**src/pkg/serial_port_pkg.sv**
```systemverilog
package serial_port_pkg;
  // Register indices on the plain port
  localparam logic [2:0] ADDR_FLAGS    = 3'h0;
  localparam logic [2:0] ADDR_IRQ_EN   = 3'h1;
  localparam logic [2:0] ADDR_IRQ_PRI  = 3'h2;
  localparam logic [2:0] ADDR_RX_CTRL  = 3'h3;
  localparam logic [2:0] ADDR_RX_BUF   = 3'h4;
  localparam logic [2:0] ADDR_TX_CTRL  = 3'h5;
  localparam logic [2:0] ADDR_BAUD_DIV = 3'h6;
  localparam logic [2:0] ADDR_TX_BUF   = 3'h7;
  // Flag / enable register bit positions
  localparam int BIT_RX_FLAG = 5;
  localparam int BIT_TX_FLAG = 4;
  // Receive status/control bit positions
  localparam int BIT_SERIAL_PORT_ENABLE  = 7;
  localparam int BIT_RX9   = 6;
  localparam int BIT_SINGLE_RECEIVE_ENABLE  = 5;
  localparam int BIT_CONTINUOUS_RECEIVE_ENABLE  = 4;
  localparam int BIT_ADDRESS_DETECT_ENABLE = 3;
  localparam int BIT_FRAMING_ERROR_FLAG  = 2;
  localparam int BIT_OVERRUN_ERROR_FLAG  = 1;
  localparam int BIT_RECEIVED_NINTH_BIT_VALUE  = 0;
  // Transmit status/control bit positions
  localparam int BIT_CLOCK_SOURCE_MASTER_SELECT  = 7;
  localparam int BIT_TX9   = 6;
  localparam int BIT_TRANSMIT_ENABLE_BIT  = 5;
  localparam int BIT_SYNC  = 4;
  localparam int BIT_HIGH_SPEED_BAUD_SELECT  = 2;
  localparam int BIT_SHIFTER_EMPTY_STATUS  = 1;
  localparam int BIT_TRANSMIT_NINTH_BIT_VALUE  = 0;
  // Reset values
  localparam logic [7:0] RST_ZERO    = 8'h00;
  localparam logic [7:0] RST_TX_CTRL = 8'h02;
  // Oversampling
  localparam logic [5:0] OVS_LOW   = 6'h0F;
  localparam logic [5:0] OVS_HIGH  = 6'h3F;
  localparam logic [3:0] RX_SAMPLE = 4'h7;
  localparam logic [3:0] BITS_8    = 4'h8;
  localparam logic [3:0] BITS_9    = 4'h9;
endpackage

```
**src/design/baud_tick_gen.sv**
```systemverilog
`timescale 1ns/1ps
module baud_tick_gen (
  // Clock and reset
  input  wire logic       clk,
  input  wire logic       rst_n,
  // Control
  input  wire logic       run,
  input  wire logic [7:0] divisor,
  // Tick out
  output logic            tick
);
  logic [7:0] cnt_ff;
  logic [7:0] nxt_cnt;
  logic       tick_ff;
  logic       nxt_tick;

  // Divide by divisor+1; counter held loaded with divisor when not running
  always_comb begin
    nxt_cnt  = cnt_ff;
    nxt_tick = 1'b0;
    if (!run) begin
      nxt_cnt = divisor;
    end else if (cnt_ff == 8'h00) begin
      nxt_cnt  = divisor;
      nxt_tick = 1'b1;
    end else begin
      nxt_cnt = cnt_ff - 8'h01;
    end
  end

  always_ff @(posedge clk or negedge rst_n) begin
    if (!rst_n) begin
      cnt_ff  <= 8'h00;
      tick_ff <= 1'b0;
    end else begin
      cnt_ff  <= nxt_cnt;
      tick_ff <= nxt_tick;
    end
  end

  assign tick = tick_ff;
endmodule

```
**src/design/serial_port_rx_and_sync_master.sv**
```systemverilog
// The placing of the registers and the plain strobed port were left to the implementer.
`timescale 1ns/1ps
module serial_port_rx_and_sync_master
  import serial_port_pkg::*;
(
  // Clock and reset
  input  wire logic       CORE_CLK,
  input  wire logic       RSTN,
  // Register port
  input  wire logic [2:0] REG_ADDR,
  input  wire logic [7:0] REG_WDATA,
  input  wire logic       REG_WR,
  input  wire logic       REG_RD,
  output logic      [7:0] REG_RDATA,
  // Receive pin, also sync data line
  input  wire logic       RX_PIN_IN,
  output logic            RX_PIN_OUT,
  output logic            RX_PIN_OE,
  // Transmit pin, also sync shift clock line
  input  wire logic       TX_PIN_IN,
  output logic            TX_PIN_OUT,
  output logic            TX_PIN_OE,
  // Interrupt requests
  output logic            RX_IRQ,
  output logic            TX_IRQ
);
  import serial_port_pkg::*;

  typedef enum {ST_IDLE, ST_START, ST_DATA, ST_STOP, ST_SRX, ST_STX} state_e;

  // Register state
  logic [7:0] irq_en_ff, irq_pri_ff, rx_ctrl_ff, tx_ctrl_ff, div_ff, txbuf_ff, rxbuf_ff;
  logic [7:0] nxt_irq_en, nxt_irq_pri, nxt_rx_ctrl, nxt_tx_ctrl, nxt_div, nxt_txbuf, nxt_rxbuf;
  logic       txfull_ff, nxt_txfull, rxfull_ff, nxt_rxfull, rxflag_ff, nxt_rxflag;
  logic [7:0] rdata_ff, nxt_rdata;
  // Engine state
  state_e     st_ff, nxt_st;
  logic [8:0] sh_ff, nxt_sh;
  logic [3:0] bit_ff, nxt_bit;
  logic [5:0] ovs_ff, nxt_ovs;
  logic       ck_ff, nxt_ck, dt_ff, nxt_dt, dt_oe_ff, nxt_dt_oe;
  logic       ck_oe_ff, nxt_ck_oe, txline_ff, nxt_txline;
  logic       loaded_ff, nxt_loaded;
  // Pin synchronisers
  logic [1:0] rx_sync_ff, ck_sync_ff;
  logic       ck_prev_ff;
  logic       irq_rx_ff, irq_tx_ff;

  wire logic serial_port_enable  = rx_ctrl_ff[BIT_SERIAL_PORT_ENABLE];
  wire logic sync  = tx_ctrl_ff[BIT_SYNC];
  wire logic mastr = tx_ctrl_ff[BIT_CLOCK_SOURCE_MASTER_SELECT];
  wire logic nine  = rx_ctrl_ff[BIT_RX9];
  wire logic continuous_receive_enable  = rx_ctrl_ff[BIT_CONTINUOUS_RECEIVE_ENABLE];
  wire logic single_receive_enable  = rx_ctrl_ff[BIT_SINGLE_RECEIVE_ENABLE];
  wire logic rx_s  = rx_sync_ff[1];
  wire logic ck_s  = ck_sync_ff[1];
  wire logic tick;
  wire logic ovs_wrap = tick && (ovs_ff == (tx_ctrl_ff[BIT_HIGH_SPEED_BAUD_SELECT] ? OVS_LOW : OVS_HIGH));
  wire logic ovs_mid  = tick && (ovs_ff[3:0] == RX_SAMPLE) && tx_ctrl_ff[BIT_HIGH_SPEED_BAUD_SELECT];
  wire logic ovs_mid_l = tick && (ovs_ff == {2'b01, 4'hF});
  wire logic sample   = ovs_mid || (!tx_ctrl_ff[BIT_HIGH_SPEED_BAUD_SELECT] && ovs_mid_l);
  wire logic slave_rise = !mastr && ck_s && !ck_prev_ff;
  wire logic slave_fall = !mastr && !ck_s && ck_prev_ff;
  wire logic wr_txbuf   = REG_WR && (REG_ADDR == ADDR_TX_BUF);
  wire logic rd_rxbuf   = REG_RD && (REG_ADDR == ADDR_RX_BUF);
  wire logic [3:0] nbits = nine ? BITS_9 : BITS_8;

  baud_tick_gen u_baud (
    .clk     (CORE_CLK),
    .rst_n   (RSTN),
    .run     (serial_port_enable),
    .divisor (div_ff),
    .tick    (tick)
  );

  // Register file: software side
  always_comb begin
    nxt_irq_en  = irq_en_ff;
    nxt_irq_pri = irq_pri_ff;
    nxt_rx_ctrl = rx_ctrl_ff;
    nxt_tx_ctrl = tx_ctrl_ff;
    nxt_div     = div_ff;
    nxt_rdata   = 8'h00;
    if (REG_WR) begin
      unique case (REG_ADDR)
        ADDR_IRQ_EN:   nxt_irq_en  = REG_WDATA & 8'h30;
        ADDR_IRQ_PRI:  nxt_irq_pri = REG_WDATA & 8'h30;
        ADDR_RX_CTRL:  nxt_rx_ctrl = {REG_WDATA[7:3], rx_ctrl_ff[2:0]};
        // Shifter-empty bit stays hardware owned
        ADDR_TX_CTRL:  nxt_tx_ctrl = {REG_WDATA[7:4], 1'b0, REG_WDATA[2], tx_ctrl_ff[1],
                                      REG_WDATA[0]};
        ADDR_BAUD_DIV: nxt_div     = REG_WDATA;
        default: ;
      endcase
    end
    // Errors vanish with continuous receive cleared
    if (!nxt_rx_ctrl[BIT_CONTINUOUS_RECEIVE_ENABLE]) begin
      nxt_rx_ctrl[BIT_OVERRUN_ERROR_FLAG] = 1'b0;
      nxt_rx_ctrl[BIT_FRAMING_ERROR_FLAG] = 1'b0;
    end
    if (REG_RD) begin
      unique case (REG_ADDR)
        ADDR_FLAGS:    nxt_rdata = {2'b00, rxflag_ff, !txfull_ff && tx_ctrl_ff[BIT_TRANSMIT_ENABLE_BIT],
                                    4'h0};
        ADDR_IRQ_EN:   nxt_rdata = irq_en_ff;
        ADDR_IRQ_PRI:  nxt_rdata = irq_pri_ff;
        ADDR_RX_CTRL:  nxt_rdata = rx_ctrl_ff;
        ADDR_RX_BUF:   nxt_rdata = rxbuf_ff;
        ADDR_TX_CTRL:  nxt_rdata = {tx_ctrl_ff[7:2], !loaded_ff, tx_ctrl_ff[0]};
        ADDR_BAUD_DIV: nxt_rdata = div_ff;
        ADDR_TX_BUF:   nxt_rdata = txbuf_ff;
        default:       nxt_rdata = 8'h00;
      endcase
    end
  end

  // Serial engine
  always_comb begin
    nxt_st     = st_ff;
    nxt_sh     = sh_ff;
    nxt_bit    = bit_ff;
    nxt_ovs    = tick ? ovs_ff + 6'h01 : ovs_ff;
    nxt_ck     = ck_ff;
    nxt_dt     = dt_ff;
    nxt_dt_oe  = 1'b0;
    nxt_ck_oe  = serial_port_enable && sync && mastr;
    nxt_txline = 1'b1;
    nxt_loaded = loaded_ff;
    nxt_txbuf  = wr_txbuf ? REG_WDATA : txbuf_ff;
    nxt_txfull = txfull_ff || wr_txbuf;
    nxt_rxbuf  = rxbuf_ff;
    nxt_rxfull = rxfull_ff && !rd_rxbuf;
    nxt_rxflag = rxflag_ff && !rd_rxbuf;
    if (ovs_wrap) begin
      nxt_ovs = 6'h00;
    end
    if (!serial_port_enable) begin
      nxt_st     = ST_IDLE;
      nxt_loaded = 1'b0;
      nxt_ck     = 1'b0;
    end else begin
      unique case (st_ff)
        ST_IDLE: begin
          nxt_ck = 1'b0;
          // Half duplex: a pending word goes before any receive
          if (sync && txfull_ff && tx_ctrl_ff[BIT_TRANSMIT_ENABLE_BIT]) begin
            nxt_sh     = {tx_ctrl_ff[BIT_TRANSMIT_NINTH_BIT_VALUE], txbuf_ff};
            nxt_txfull = wr_txbuf;
            nxt_loaded = 1'b1;
            nxt_bit    = 4'h0;
            nxt_st     = ST_STX;
          end else if (sync && (continuous_receive_enable || single_receive_enable)) begin
            nxt_bit = 4'h0;
            nxt_st  = ST_SRX;
          end else if (!sync && continuous_receive_enable && !rx_s) begin
            nxt_ovs = 6'h00;
            nxt_st  = ST_START;
          end
        end
        ST_START: begin
          if (sample) begin
            nxt_st  = rx_s ? ST_IDLE : ST_DATA;
            nxt_bit = 4'h0;
          end
        end
        ST_DATA: begin
          if (sample) begin
            nxt_sh  = {rx_s, sh_ff[8:1]};
            nxt_bit = bit_ff + 4'h1;
            if (bit_ff + 4'h1 == nbits) begin
              nxt_st = ST_STOP;
            end
          end
        end
        ST_STOP: begin
          if (sample) begin
            nxt_st = ST_IDLE;
          end
        end
        ST_SRX, ST_STX: begin
          // Master toggles clock per tick; slave follows synced pin edges
          if ((mastr && tick) || slave_rise || slave_fall) begin
            nxt_ck = mastr ? !ck_ff : ck_s;
            if (st_ff == ST_STX) begin
              nxt_dt_oe = 1'b1;
              if (nxt_ck) begin
                nxt_dt = sh_ff[0];
              end else begin
                nxt_sh  = {1'b0, sh_ff[8:1]};
                nxt_bit = bit_ff + 4'h1;
                if (bit_ff + 4'h1 == (tx_ctrl_ff[BIT_TX9] ? BITS_9 : BITS_8)) begin
                  // Reload only once the final bit has left
                  nxt_loaded = 1'b0;
                  nxt_st     = ST_IDLE;
                end
              end
            end else if (!nxt_ck) begin
              nxt_sh  = {rx_s, sh_ff[8:1]};
              nxt_bit = bit_ff + 4'h1;
              if (bit_ff + 4'h1 == nbits) begin
                nxt_st = ST_IDLE;
              end
            end
          end else if (st_ff == ST_STX) begin
            nxt_dt_oe = 1'b1;
          end
        end
        default: nxt_st = ST_IDLE;
      endcase
    end
    if (st_ff == ST_STX) begin
      nxt_dt_oe = serial_port_enable;
    end
    // Word complete: address filter, then load and flag
    if ((st_ff == ST_STOP && sample) ||
        (st_ff == ST_SRX && nxt_st == ST_IDLE && serial_port_enable)) begin
      if ((!(nine && rx_ctrl_ff[BIT_ADDRESS_DETECT_ENABLE] && !nxt_sh[8] && !sync) || sync) &&
          !(st_ff == ST_STOP && rxfull_ff && !rd_rxbuf)) begin
        nxt_rxbuf  = nine ? nxt_sh[7:0] : nxt_sh[8:1];
        nxt_rxfull = 1'b1;
        nxt_rxflag = 1'b1;
      end
    end
  end

  // Hardware-owned status bits; the hardware update wins over a software write in the same cycle
  logic [7:0] rx_ctrl_hw;
  always_comb begin
    rx_ctrl_hw = nxt_rx_ctrl;
    if (st_ff == ST_STOP && sample && continuous_receive_enable) begin
      rx_ctrl_hw[BIT_FRAMING_ERROR_FLAG] = !rx_s;
      rx_ctrl_hw[BIT_RECEIVED_NINTH_BIT_VALUE] = nine && sh_ff[8];
      if (rxfull_ff && !rd_rxbuf) begin
        rx_ctrl_hw[BIT_OVERRUN_ERROR_FLAG] = 1'b1;
      end
    end
    if (st_ff == ST_SRX && nxt_st == ST_IDLE) begin
      rx_ctrl_hw[BIT_RECEIVED_NINTH_BIT_VALUE] = nine && nxt_sh[8];
      if (!continuous_receive_enable) begin
        rx_ctrl_hw[BIT_SINGLE_RECEIVE_ENABLE] = 1'b0;
      end
    end
  end

  always_ff @(posedge CORE_CLK or negedge RSTN) begin
    if (!RSTN) begin
      irq_en_ff  <= RST_ZERO;
      irq_pri_ff <= RST_ZERO;
      rx_ctrl_ff <= RST_ZERO;
      tx_ctrl_ff <= RST_TX_CTRL;
      div_ff     <= RST_ZERO;
      txbuf_ff   <= RST_ZERO;
      rxbuf_ff   <= RST_ZERO;
      txfull_ff  <= 1'b0;
      rxfull_ff  <= 1'b0;
      rxflag_ff  <= 1'b0;
      rdata_ff   <= RST_ZERO;
      st_ff      <= ST_IDLE;
      sh_ff      <= 9'h000;
      bit_ff     <= 4'h0;
      ovs_ff     <= 6'h00;
      ck_ff      <= 1'b0;
      dt_ff      <= 1'b1;
      dt_oe_ff   <= 1'b0;
      ck_oe_ff   <= 1'b0;
      txline_ff  <= 1'b1;
      loaded_ff  <= 1'b0;
      rx_sync_ff <= 2'b11;
      ck_sync_ff <= 2'b00;
      ck_prev_ff <= 1'b0;
      irq_rx_ff  <= 1'b0;
      irq_tx_ff  <= 1'b0;
    end else begin
      irq_en_ff  <= nxt_irq_en;
      irq_pri_ff <= nxt_irq_pri;
      rx_ctrl_ff <= rx_ctrl_hw;
      tx_ctrl_ff <= {nxt_tx_ctrl[7:2], !nxt_loaded, nxt_tx_ctrl[0]};
      div_ff     <= nxt_div;
      txbuf_ff   <= nxt_txbuf;
      rxbuf_ff   <= nxt_rxbuf;
      txfull_ff  <= nxt_txfull;
      rxfull_ff  <= nxt_rxfull;
      rxflag_ff  <= nxt_rxflag;
      rdata_ff   <= nxt_rdata;
      st_ff      <= nxt_st;
      sh_ff      <= nxt_sh;
      bit_ff     <= nxt_bit;
      ovs_ff     <= nxt_ovs;
      ck_ff      <= nxt_ck;
      dt_ff      <= nxt_dt;
      dt_oe_ff   <= nxt_dt_oe;
      ck_oe_ff   <= nxt_ck_oe;
      txline_ff  <= nxt_txline;
      loaded_ff  <= nxt_loaded;
      // Two-flop synchronisers for both pins
      rx_sync_ff <= {rx_sync_ff[0], RX_PIN_IN};
      ck_sync_ff <= {ck_sync_ff[0], TX_PIN_IN};
      ck_prev_ff <= ck_s;
      irq_rx_ff  <= nxt_rxflag && nxt_irq_en[BIT_RX_FLAG];
      irq_tx_ff  <= !nxt_txfull && nxt_tx_ctrl[BIT_TRANSMIT_ENABLE_BIT] && nxt_irq_en[BIT_TX_FLAG];
    end
  end

  // Pin muxing: sync mode turns transmit pin into clock, receive pin into data
  assign REG_RDATA  = rdata_ff;
  assign TX_PIN_OUT = ck_ff;
  assign TX_PIN_OE  = ck_oe_ff;
  assign RX_PIN_OUT = dt_ff;
  assign RX_PIN_OE  = dt_oe_ff;
  assign RX_IRQ     = irq_rx_ff;
  assign TX_IRQ     = irq_tx_ff;
endmodule

```
**config.mk**
```make
export PLATFORM = sky130hd
export DESIGN_NAME = serial_port_rx_and_sync_master
export DESIGN_NICKNAME = d
export VERILOG_FILES = /design/src/pkg/serial_port_pkg.sv /design/src/design/baud_tick_gen.sv /design/src/design/serial_port_rx_and_sync_master.sv
export SDC_FILE = /design/constraint.sdc
export NUM_CORES = 1
export LEC_CHECK = 0
export ABC_AREA = 0
export BUFFER_PORTS_ARGS = -buffer_cell sky130_fd_sc_hd__buf_2
export CORE_UTILIZATION = 55
export DETAILED_ROUTE_END_ITERATION = 8
export PLACE_DENSITY = 0.76
export SLEW_MARGIN = 15
export SYNTH_ARGS = -nofsm -noshare
export SYNTH_HDL_FRONTEND = slang
export SYNTH_SLANG_ARGS = --single-unit
```
**constraint.sdc**
```tcl
create_clock -name CORE_CLK -period 2.8 [get_ports CORE_CLK]
set_input_delay 0.42 -clock CORE_CLK [delete_from_list [all_inputs] [get_ports CORE_CLK]]
set_output_delay 0.42 -clock CORE_CLK [all_outputs]
set_load 0.05 [all_outputs]
```
==> reports/metrics.yaml, run 1 <==
synthesis:
  ys_ff_latch: 125
  synth_compound_area_share_pct: 13.4
  synth_warnings: 0
  synth_top_family_by_area: "simple AND/OR/NAND/NOR gates"
  synthSimpleGateAreaFrac_pct: 16.3
  yosysMostFrequentCell: "dfrtp_1"
  yosys_most_used_dff: "dfrtp_1"
  synth_top_area_share_pct: 51.0
  synth-edff-count: 0
  synth_common_cells: "dfrtp_1, nand2_1, nor2_1, mux2_2, o21ai_0"
  yosys.area.top_type: "dfrtp_1"
  synthAdderAreaFrac_pct: 1.00
  synth_cell_types: 72
  muxShareOfSynthArea_pct: 11.8
  synthXorXnorAreaFrac_pct: 1.90
  syn_area_per_cell_um2: 11.2
  ys_async_sr_fraction_pct: 100
  post_synth_inst_count: 536
  yosys-top-cells-area: "dfrtp_1, mux2_2, nand2_1"
  yosysSeqAreaShare_pct: 52.3
  synthesis.area_mm2: 0.00599
global_routing:
  grtUsageTotal_pct: 28.7
  grt_pass1_wl_mm: 24.3
  grt_pass1_vias: 4754
  antenna_found_initial: 0
  overflow: 0
  grt_max_degree: 53
detailed_routing:
  antenna_left: 0
  num_vias: 4691
  first_iter_violations: 415
  routed_wirelength_mm: 14.7
  wl_per_cell_um: 19.0
  firstDrtPassIters: 5
  drc: 0
  via_per_inst: 6.05
setup_path:
  crit_required_ns: 3.22
  crit_end: "rxbuf_ff[1]"
  crit_type: "reg -> reg"
  crit_chain: "nor4_2, nand4_2, or3_4, o41ai_4, a21oi_2, a22o_1, buf_12, mux2_4"
  r2r_setup_slack_ns: 0.09
  start_kind: "flop"
  reg2reg_depth: 8
  crit_arrival_ns: 3.13
  slowest_delay_ns: 0.46
  cp_max_fo: 11
  cp-end-kind: "flop"
  timing.rr.start: "st_ff[25]"
  reg2reg_to: "rxbuf_ff[1]"
  setup.worst_path.start: "st_ff[25]"
  crit_slowest_cell: "o41ai_4"
placement:
  dp_hpwl_mm: 10.4
  gp_congestion: 0.894
  place_area_mm2: 0.00657
  pre_cts_slack_ns: 0.0969
  port_buffers: 30
  dp_cells: 737
layout:
  area_growth_pct: 21.4
  fin_cells: 775
  num_antenna_cells: 0
  utilization_pct: 69.5
  drive_above_1_share_pct: 25.2
  register_area_mm2: 0.00313
  nFillCells: 784
  design_area_mm2: 0.00727
  multi_input_area_mm2: 0.00282
  final_nets: 648
sta:
  timing.final.crit_share_pct: 96.9
  finalClockSkew_ns: 0.0104
  worst_slew_pin_slew_ns: 0.632
  finalSetupViolCount: 0
  slew_violations: 0
  max-slew-margin-rel_pct: 57.9
  fin_ws_ns: 0.0859
  rsz0062_at_grt: "true"
  hold_ws_ns: 0.146
  max_freq_mhz: 368
  hold_viol: 0
  fin_crit_ns: 2.71
clocking:
  cts_root_buf: "clkbuf_8"
  clk_latency_ns: 0.53
  clkSinkCount: 125
  cts_tree: "built"
  clock_path_buffers: 2
  cts_buffers: 17
  htreeDepth: 4
  clkTransAtPathRegs_ns: 0.06
power_and_ir_drop:
  leakagePower_uw: 0.00330
  ir_drop_mv: 0.450
  pwr_density_cell_mw_per_mm2: 712
die:
  io_pins: 31
  fp.dieArea_mm2: 0.0113
  rows: 37
  initial_core_util_pct: 57.2
  chipHeight_um: 106
  coreArea_mm2: 0.0105
  die_w_um: 106
job:
  cap_violations: 0
status:
  status: "finished clean"
min_path:
  min_path_type: "in -> reg"
==> layout by cell type, fill, tap and decap left out, types with 5 or more instances in the layout <==
| cell | netlist | routed |
|---|---|---|
| nor2_1 | 37 | 37 |
| nand4_1 | 11 | 11 |
| nor2b_1 | 13 | 13 |
| o21ai_0 | 25 | 25 |
| xnor2_1 | 8 | 8 |
| buf_4 | 0 | 35 |
| nor3_1 | 10 | 10 |
| dfrtp_1 | 122 | 122 |
| buf_2 | 2 | 29 |
| xor2_1 | 5 | 5 |
| mux2i_1 | 12 | 12 |
| conb_1 | 1 | 29 |
| nand2_1 | 41 | 41 |
| a31oi_1 | 5 | 5 |
| a22o_1 | 6 | 6 |
| inv_1 | 22 | 22 |
| mux4_2 | 5 | 5 |
| a211oi_1 | 6 | 6 |
| clkbuf_8 | 0 | 7 |
| mux2_2 | 33 | 33 |
| clkbuf_16 | 0 | 16 |
| nand3_1 | 9 | 9 |
| nor3b_1 | 9 | 8 |
| mux2_4 | 6 | 7 |
| nand2b_1 | 8 | 8 |
| a21oi_1 | 22 | 22 |
| and3_1 | 5 | 5 |
==> timing repair <==
| item | CTS | global route |
|---|---|---|
| gates resized for setup | 0 | 7 |
| endpoints found under the setup margin | 0 | 7 |
| hold buffers | 3 | 0 |
| setup buffers | 0 | 4 |
| endpoints found under the hold margin | 47 | 0 |
==> metrics by stage <==
stage | setup TNS (ns) | total power, µW
after floorplan | 0 | 2720
after global placement | 0 | 2970
after detailed placement | 0 | 3010
after CTS | 0 | 5180
after global routing | -0.284 | 5390
final | 0 | 5180
==> worst max-delay path: cells and delay by family (launching register included) <==
family / cells / cell delay (ns)
DFF: 1 / 0.37
AOI/OAI and AO/OA: 3 / 0.83
muxes: 1 / 0.29
and+or+nand+nor: 3 / 0.96
buffers and inverters: 1 / 0.16
==> power breakdown <==
part	internal, µW	total, µW	switching, µW
Clock	1400	2160	757
Combinational	343	784	441
Sequential	2020	2230	214
==> worst min-delay path by stage <==
| stage | start | endpoint | slack (ns) | depth (start not counted) |
|---|---|---|---|---|
| after CTS | REG_WDATA[1] | div_ff[1] | 0.13 | 2 |
| after global placement | rx_sync_ff[0] | rx_sync_ff[1] | 0.35 | 0 |
| final | REG_WDATA[1] | div_ff[1] | 0.15 | 2 |
| after floorplan | RSTN | REG_RDATA[0] | 0.12 | 0 |
| after global routing | REG_WDATA[1] | div_ff[1] | 0.13 | 2 |
| after detailed placement | ck_sync_ff[0] | ck_sync_ff[1] | 0.35 | 0 |
==> layer usage <==
metal | vias up | global-route usage [%] | part of all wire [%]
met4 | 0 | 12.6 | 3.0
met2 | 200 | 45.5 | 48
met1 | 2331 | 38.1 | 42
li1 | 2111 | - | -
met3 | 49 | 6.07 | 7.0
met5 | - | 0 | 0
==> cells by family after synthesis <==
group / Yosys count
AND/OR/NAND/NOR: 176
flip-flops: 125
AO/OA/AOI/OAI: 112
multiplexers: 57
buffers and inverters: 47
XOR/XNOR: 13
adder cells (fa/ha/maj): 5
other: 1
==> area by class of cell <==
type	instances	share of cell area, %
clock buffer	26	6.99
clock inverter	5	1.08
inverter	22	1.14
multi-input combinational	392	38.8
sequential	125	43.1
tap	136	2.34
timing repair buffer	69	6.58
==> flip-flops by register name, indices dropped and copies added (netlist names), 4 cells and up <==
name           flops
tx_ctrl_ff         6
sh_ff              9
u_baud.cnt_ff      8
txbuf_ff           8
rx_ctrl_ff         8
bit_ff             4
rxbuf_ff           8
ovs_ff             6
st_ff             32
div_ff             8
REG_RDATA          8
(Power assumes the default switching activity.)
==> inputs of run 2 (changes only) <==
--- a/config.mk
+++ b/config.mk
@@ -7,10 +7,11 @@
 export LEC_CHECK = 0
 export ABC_AREA = 0
 export BUFFER_PORTS_ARGS = -buffer_cell sky130_fd_sc_hd__buf_2
+export CORE_ASPECT_RATIO = 2
 export CORE_UTILIZATION = 55
 export DETAILED_ROUTE_END_ITERATION = 8
-export PLACE_DENSITY = 0.76
-export SLEW_MARGIN = 15
+export PLACE_DENSITY = 0.81
+export SLEW_MARGIN = 0
 export SYNTH_ARGS = -nofsm -noshare
 export SYNTH_HDL_FRONTEND = slang
 export SYNTH_SLANG_ARGS = --single-unit
==> run 2 against run 1 <==
Compared with the run above: largest cell class unchanged; design area shrank 0.24%; critical path type unchanged; highest routed layer unchanged; non-clock buffer count decreased by 6; count of clock-buffer cells in the layout decreased by 5; wire length grew 10%; fmax shrank 0.15%; final cell count shrank 0.52%; sequential cell count unchanged.
==> reports/metrics.yaml, run 2 (synthesized netlist as in run 1, its figures left out) <==
sta:
  max-slew-margin-rel_pct: 50.9  # was 57.9%
  worst_slew_pin_slew_ns: 0.735  # was 0.632 ns
  fin_setup_tns_ns: 0  # unchanged
  timing.final.crit_share_pct: 97.1  # was 96.9%
  hold_ws_ns: 0.101  # was 0.146 ns
  fin_ws_ns: 0.0819  # was 0.0859 ns
  fin_crit_ns: 2.72  # was 2.71 ns
  finalClockSkew_ns: 0.00804  # was 0.0104 ns
  rsz0062_at_grt: "false"  # was true
  hold_viol: 0  # unchanged
  finalSetupViolCount: 0  # unchanged
  slew_violations: 0  # unchanged
  max_freq_mhz: 368  # about the same
layout:
  largest-register: "st_ff"  # unchanged
  nFillCells: 790  # was 784
  final_nets: 642  # was 648
  num_antenna_cells: 0  # unchanged
  area_growth_pct: 21.1  # was 21.4%
  multi_input_area_mm2: 0.00283  # was 0.00282 mm²
  register_area_mm2: 0.00313  # unchanged
  largest_reg_flops: 32  # unchanged
  design_area_mm2: 0.00725  # was 0.00727 mm²
  layout_common_cells: "dfrtp_1, nand2_1, nor2_1"  # unchanged
  reg_top3: "st_ff (32), sh_ff (9)"  # unchanged
  drive_above_1_share_pct: 25.9  # was 25.2%
  layout_commonest_cell: "dfrtp_1"  # unchanged
setup_path:
  crit_required_ns: 3.10  # was 3.22 ns
  crit_slowest_cell: "dfrtp_1"  # was o41ai_4
  slowest_delay_ns: 0.38  # was 0.46 ns
  crit_type: "reg -> reg"  # unchanged
  crit_family: "simple AND/OR/NAND/NOR gates"  # unchanged
  cp-end-kind: "flop"  # unchanged
  crit_arrival_ns: 3.02  # was 3.13 ns
  cp_max_fo: 10  # was 11
  start_kind: "flop"  # unchanged
  crit_buf_inv: 2  # was 1
  crit_chain: "nor4_2, nand4_2, buf_4, or2_1, o41ai_4, a21oi_2, a22o_1, buf_12, mux2_4"  # was nor4_2, nand4_2, or3_4, o41ai_4, a21oi_2, a22o_1, buf_12, mux2_4
power_and_ir_drop:
  leakagePower_uw: 0.00327  # was 0.00330 µW
  p_total_uw: 5270  # was 5180 µW
  pwr_density_cell_mw_per_mm2: 727  # was 712 mW/mm²
  p_int_uw: 3770  # about the same
  switching_power_uw: 1500  # was 1410 µW
  ir_drop_mv: 0.748  # was 0.450 mV
  p_clk_share_pct: 42.5  # was 41.7%
  sw_frac_of_total_pct: 28.4  # was 27.3%
  p_comb_share_pct: 15.2  # was 15.1%
  pwr-share-seq_pct: 42.3  # was 43.2%
die:
  io_pins: 31  # unchanged
  die_w_um: 75.8  # was 106 µm
  rows: 53  # was 37
  initial_core_util_pct: 56.8  # was 57.2%
  chipHeight_um: 150  # was 106 µm
  fp.dieArea_mm2: 0.0113  # about the same
  coreArea_mm2: 0.0105  # about the same
global_routing:
  grt_max_degree: 59  # was 53
  antenna_found_initial: 0  # unchanged
  overflow: 0  # unchanged
  grt_pass1_vias: 5045  # was 4754
  grt_pass1_wl_mm: 25.6  # was 24.3 mm
  grtUsageTotal_pct: 32.2  # was 28.7%
detailed_routing:
  wl_per_cell_um: 21.1  # was 19.0 µm
  antenna_left: 0  # unchanged
  via_per_inst: 6.09  # was 6.05
  firstDrtPassIters: 5  # unchanged
  routed_wirelength_mm: 16.3  # was 14.7 mm
  num_vias: 4697  # was 4691
  first_iter_violations: 321  # was 415
  drc: 0  # unchanged
clocking:
  clkSinkCount: 125  # unchanged
  cts_tree: "built"  # unchanged
  clk_latency_ns: 0.42  # was 0.53 ns
  clkTransAtPathRegs_ns: 0.06  # about the same
  cts_root_buf: "clkbuf_16"  # was clkbuf_8
  clock_path_buffers: 2  # unchanged
  htreeDepth: 4  # unchanged
  cts_buffers: 17  # unchanged
status:
  status: "finished clean"  # unchanged
job:
  cap_violations: 0  # unchanged
min_path:
  min_path_type: "in -> reg"  # unchanged
placement:
  pre_cts_slack_ns: 0.0678  # was 0.0969 ns
  place_area_mm2: 0.00656  # was 0.00657 mm²
  gp_congestion: 0.964  # was 0.894
  port_buffers: 30  # unchanged
  dp_hpwl_mm: 12.1  # was 10.4 mm
## run 2: cell types whose count changed in the layout (fill, tap and decap cells not counted), sizes merged
cell         previous run  this run
clkbuf                 26        21
clkinvlp                0         3
clkinv                  3         4
dlygate4sd3             3         1
inv                    22        24
buf                    66        62
## run 2: worst register-to-register path: stages (launching register included)
cell and delay, ns:
dfrtp_1 0.38, nor4_2 0.36, nand4_2 0.20, buf_4 0.21, or2_1 0.27, o41ai_4 0.34, a21oi_2 0.11, a22o_1 0.26
buf_12 0.17, mux2_4 0.30
## run 2: repair_timing
| action | 4_1_cts | 5_1_grt |
|---|---|---|
| gates resized for setup | 0 | 10 |
| hold endpoints to repair | 15 | 0 |
| hold buffers | 1 | 0 |
| setup endpoints to repair | 0 | 8 |
| setup buffers | 0 | 1 |
## run 2: worst paths after layout
check / to / slack, ns / cells past startpoint / from
setup / recovery: rxbuf_ff[2] / 0.08 / 9 / st_ff[25]
hold / removal: rx_sync_ff[0] / 0.10 / 1 / RX_PIN_IN
setup reg to reg: rxbuf_ff[2] / 0.08 / 9 / st_ff[25]
hold reg to reg: rx_sync_ff[1] / 0.35 / 0 / rx_sync_ff[0]
max in group asynchronous: rx_sync_ff[0] / 1.47 / 3 / RSTN
min in group asynchronous: st_ff[16] / 0.52 / 2 / RSTN
## run 2: layout make-up
class                   instances  area share (%)
flip-flops and latches        125            43.2
clock inverters                11            1.81
clock buffers                  21            6.63
repair buffers                 63            5.90
inverters                      22            1.14
well taps                     137            2.36
multi-input cells             392            39.0
## run 2: per-layer routing
| layer | vias to the layer above | wire length (µm) | part of all wire [%] | track usage [%] |
|---|---|---|---|---|
| met2 | 177 | 8970 | 55 | 56.1 |
| met5 | - | 0 | 0 | 0 |
| li1 | 2092 | - | - | - |
| met3 | 92 | 649 | 4.0 | 7.81 |
| met4 | 0 | 1370 | 8.4 | 24.7 |
| met1 | 2336 | 5300 | 33 | 30.7 |
## run 2: per-stage QoR
stage / utilization (%) / cells
after floorplan: - / 564
after global placement: 62.3 / 737
after detailed placement: 62.3 / 737
after CTS: 68.2 / 770
after global routing: 68.8 / 771
final: 68.8 / 771
## run 2: power by group through the flow
| stage | sequential (µW) | clock [µW] | combinational (µW) |
|---|---|---|---|
| detailed placement | 2240 | 0 | 788 |
| finish | 2230 | 2240 | 803 |
| global placement | 2230 | 0 | 755 |
| global route | 2250 | 2350 | 876 |
| floorplan | 2220 | 0 | 506 |
| CTS | 2220 | 2260 | 794 |
==> inputs of run 3 (changes only) <==
--- a/config.mk
+++ b/config.mk
@@ -6,7 +6,7 @@
 export NUM_CORES = 1
 export LEC_CHECK = 0
 export ABC_AREA = 0
-export BUFFER_PORTS_ARGS = -buffer_cell sky130_fd_sc_hd__buf_2
+export BUFFER_PORTS_ARGS = -buffer_cell sky130_fd_sc_hd__buf_4
 export CORE_ASPECT_RATIO = 2
 export CORE_UTILIZATION = 55
 export DETAILED_ROUTE_END_ITERATION = 8
==> run 3 against run 2 <==
Compared with the run above: non-clock buffer count increased by 2; die area unchanged; count of clock-buffer cells in the layout down 1; critical path depth down 1; final cell count up 0.26%; clock power grew 6%; global-route usage is 0.087 points lower; largest power group unchanged; highest routed layer unchanged; power grew 3.1%; hold slack better by 0.0043 ns; wire length up 1.2%.
==> reports/metrics.yaml, run 3 (synthesized netlist as in run 1, its figures left out) <==
status:
  status: "finished clean"  # unchanged
sta:
  fin_ws_ns: 0.0847  # was 0.0819 ns
  timing.final.crit_share_pct: 97.0  # was 97.1%
  worst_slew_pin_slew_ns: 0.702  # was 0.735 ns
  finalClockSkew_ns: 0.00986  # was 0.00804 ns
  fin_crit_ns: 2.72  # about the same
  max-slew-margin-rel_pct: 53.1  # was 50.9%
  slew_violations: 0  # unchanged
  hold_ws_ns: 0.106  # was 0.101 ns
  finalSetupViolCount: 0  # unchanged
  fin_setup_tns_ns: 0  # unchanged
  hold_viol: 0  # unchanged
  max_freq_mhz: 368  # about the same
power_and_ir_drop:
  p_comb_share_pct: 15.2  # about the same
  leakagePower_uw: 0.00330  # was 0.00327 µW
  sw_frac_of_total_pct: 27.9  # was 28.4%
  pwr-share-seq_pct: 41.0  # was 42.3%
  pwr_density_cell_mw_per_mm2: 738  # was 727 mW/mm²
  ir_drop_mv: 0.599  # was 0.748 mV
  p_int_uw: 3920  # was 3770 µW
  p_clk_share_pct: 43.9  # was 42.5%
  switching_power_uw: 1510  # was 1500 µW
clocking:
  clk_latency_ns: 0.42  # about the same
  cts_buffers: 17  # unchanged
  cts_tree: "built"  # unchanged
  clkTransAtPathRegs_ns: 0.06  # about the same
  clock_path_buffers: 2  # unchanged
  clkSinkCount: 125  # unchanged
  cts_root_buf: "clkbuf_16"  # unchanged
  htreeDepth: 4  # unchanged
detailed_routing:
  routed_wirelength_mm: 16.5  # was 16.3 mm
  firstDrtPassIters: 4  # was 5
  wl_per_cell_um: 21.3  # was 21.1 µm
  via_per_inst: 5.95  # was 6.09
  drc: 0  # unchanged
  first_iter_violations: 270  # was 321
  antenna_left: 0  # unchanged
  num_vias: 4599  # was 4697
die:
  chipHeight_um: 150  # unchanged
  rows: 53  # unchanged
  die_w_um: 75.8  # unchanged
  initial_core_util_pct: 56.8  # unchanged
  coreArea_mm2: 0.0105  # unchanged
  io_pins: 31  # unchanged
  fp.dieArea_mm2: 0.0113  # unchanged
layout:
  utilization_pct: 69.9  # was 68.8%
  largest-register: "st_ff"  # unchanged
  largest_reg_flops: 32  # unchanged
  nFillCells: 756  # was 790
  layout_commonest_cell: "dfrtp_1"  # unchanged
  final_nets: 644  # was 642
  fin_cells: 773  # was 771
  multi_input_area_mm2: 0.00282  # was 0.00283 mm²
  layout_common_cells: "dfrtp_1, buf_4, nand2_1"  # was dfrtp_1, nand2_1, nor2_1
  register_area_mm2: 0.00313  # unchanged
  num_antenna_cells: 0  # unchanged
  drive_above_1_share_pct: 25.5  # was 25.9%
  area_growth_pct: 23.0  # was 21.1%
  reg_top3: "st_ff (32), sh_ff (9)"  # unchanged
global_routing:
  antenna_found_initial: 0  # unchanged
  grtUsageTotal_pct: 32.1  # was 32.2%
  grt_pass1_vias: 4880  # was 5045
  grt_max_degree: 72  # was 59
  grt_pass1_wl_mm: 25.6  # about the same
  overflow: 0  # unchanged
min_path:
  holdPathStages: 1  # unchanged
  min_path_type: "in -> reg"  # unchanged
placement:
  dp_hpwl_mm: 11.9  # was 12.1 mm
  pre_cts_slack_ns: 0.0382  # was 0.0678 ns
  gp_congestion: 0.903  # was 0.964
  dp_cells: 740  # was 737
  port_buffers: 30  # unchanged
setup_path:
  reg2reg_depth: 8  # was 9
  slowest_delay_ns: 0.48  # was 0.38 ns
  start_kind: "flop"  # unchanged
  crit_chain: "nor4_4, nand4_1, or3_4, o41ai_4, a21oi_2, a22o_1, buf_12, mux2_4"  # was nor4_2, nand4_2, buf_4, or2_1, o41ai_4, a21oi_2, a22o_1, buf_12, mux2_4
  crit_arrival_ns: 3.01  # was 3.02 ns
  cp_max_fo: 10  # unchanged
  cp-end-kind: "flop"  # unchanged
  crit_type: "reg -> reg"  # unchanged
  crit_slowest_cell: "or3_4"  # was dfrtp_1
  crit_required_ns: 3.10  # about the same
job:
  cap_violations: 0  # unchanged
==> run 3: cell count changes in the layout (fill, tap and decap cells not counted), moves of 2 or more <==
| cell | change |
|---|---|
| buf_2 | -29 |
| buf_4 | +31 |
| bufinv_16 | +2 |
| clkbuf_8 | -2 |
==> run 3: area by class of cell <==
class	instances	area share, %
Tap cell	137	2.33
Clock buffer	20	6.20
Timing Repair Buffer	65	7.00
Multi-Input combinational cell	392	38.3
Clock inverter	12	2.53
Inverter	22	1.12
Sequential cell	125	42.5
==> run 3: path summary, 6_finish.rpt <==
| path | slack (ns) | endpoint | from |
|---|---|---|---|
| worst max-delay path | 0.08 | rxbuf_ff[0] | st_ff[8] |
| worst min-delay path | 0.11 | rx_sync_ff[0] | RX_PIN_IN |
| worst max register to register | 0.08 | rxbuf_ff[0] | st_ff[8] |
| worst min register to register | 0.36 | rx_sync_ff[1] | rx_sync_ff[0] |
| max in group asynchronous | 1.58 | rx_sync_ff[0] | RSTN |
| min in group asynchronous | 0.47 | rx_ctrl_ff[7] | RSTN |
==> run 3: repair_timing <==
| action | CTS | global route |
|---|---|---|
| endpoints found under the hold margin | 28 | 0 |
| hold buffers | 1 | 0 |
| setup endpoints to repair | 1 | 7 |
| gates resized for setup | 1 | 8 |
| buffers inserted | 0 | 0 |
| pin swaps | 0 | 3 |
==> run 3: power groups by stage <==
stage               clock [µW]  sequential (µW)  combinational [µW]
detailed placement           0             2240                 800
floorplan                    0             2220                 506
finish                    2380             2230                 823
global route              2490             2240                 894
CTS                       2410             2210                 816
global placement             0             2230                 781
==> run 3: through the flow <==
step / cell area, µm² / total power, µW
global placement: 6660 / 3010
finish: 7370 / 5430
global route: 7370 / 5620
detailed placement: 6660 / 3040
CTS: 7310 / 5440
floorplan: 6090 / 2720
==> run 3: worst max-delay path, delay by kind of cell (launching register included) <==
kind,cells,cell delay [ns]
compound gates,3,0.64
flops,1,0.40
mux,1,0.30
buf+inv,1,0.17
simple gates,3,1.08
==> run 3: routing by layer <==
| metal | global-route usage (%) | up-vias | share of wire [%] |
|---|---|---|---|
| li1 | - | 2100 | - |
| met1 | 32.2 | 2290 | 34 |
| met2 | 54.8 | 142 | 55 |
| met3 | 7.27 | 67 | 3.4 |
| met4 | 24.3 | 0 | 7.5 |
| met5 | 0 | - | 0 |
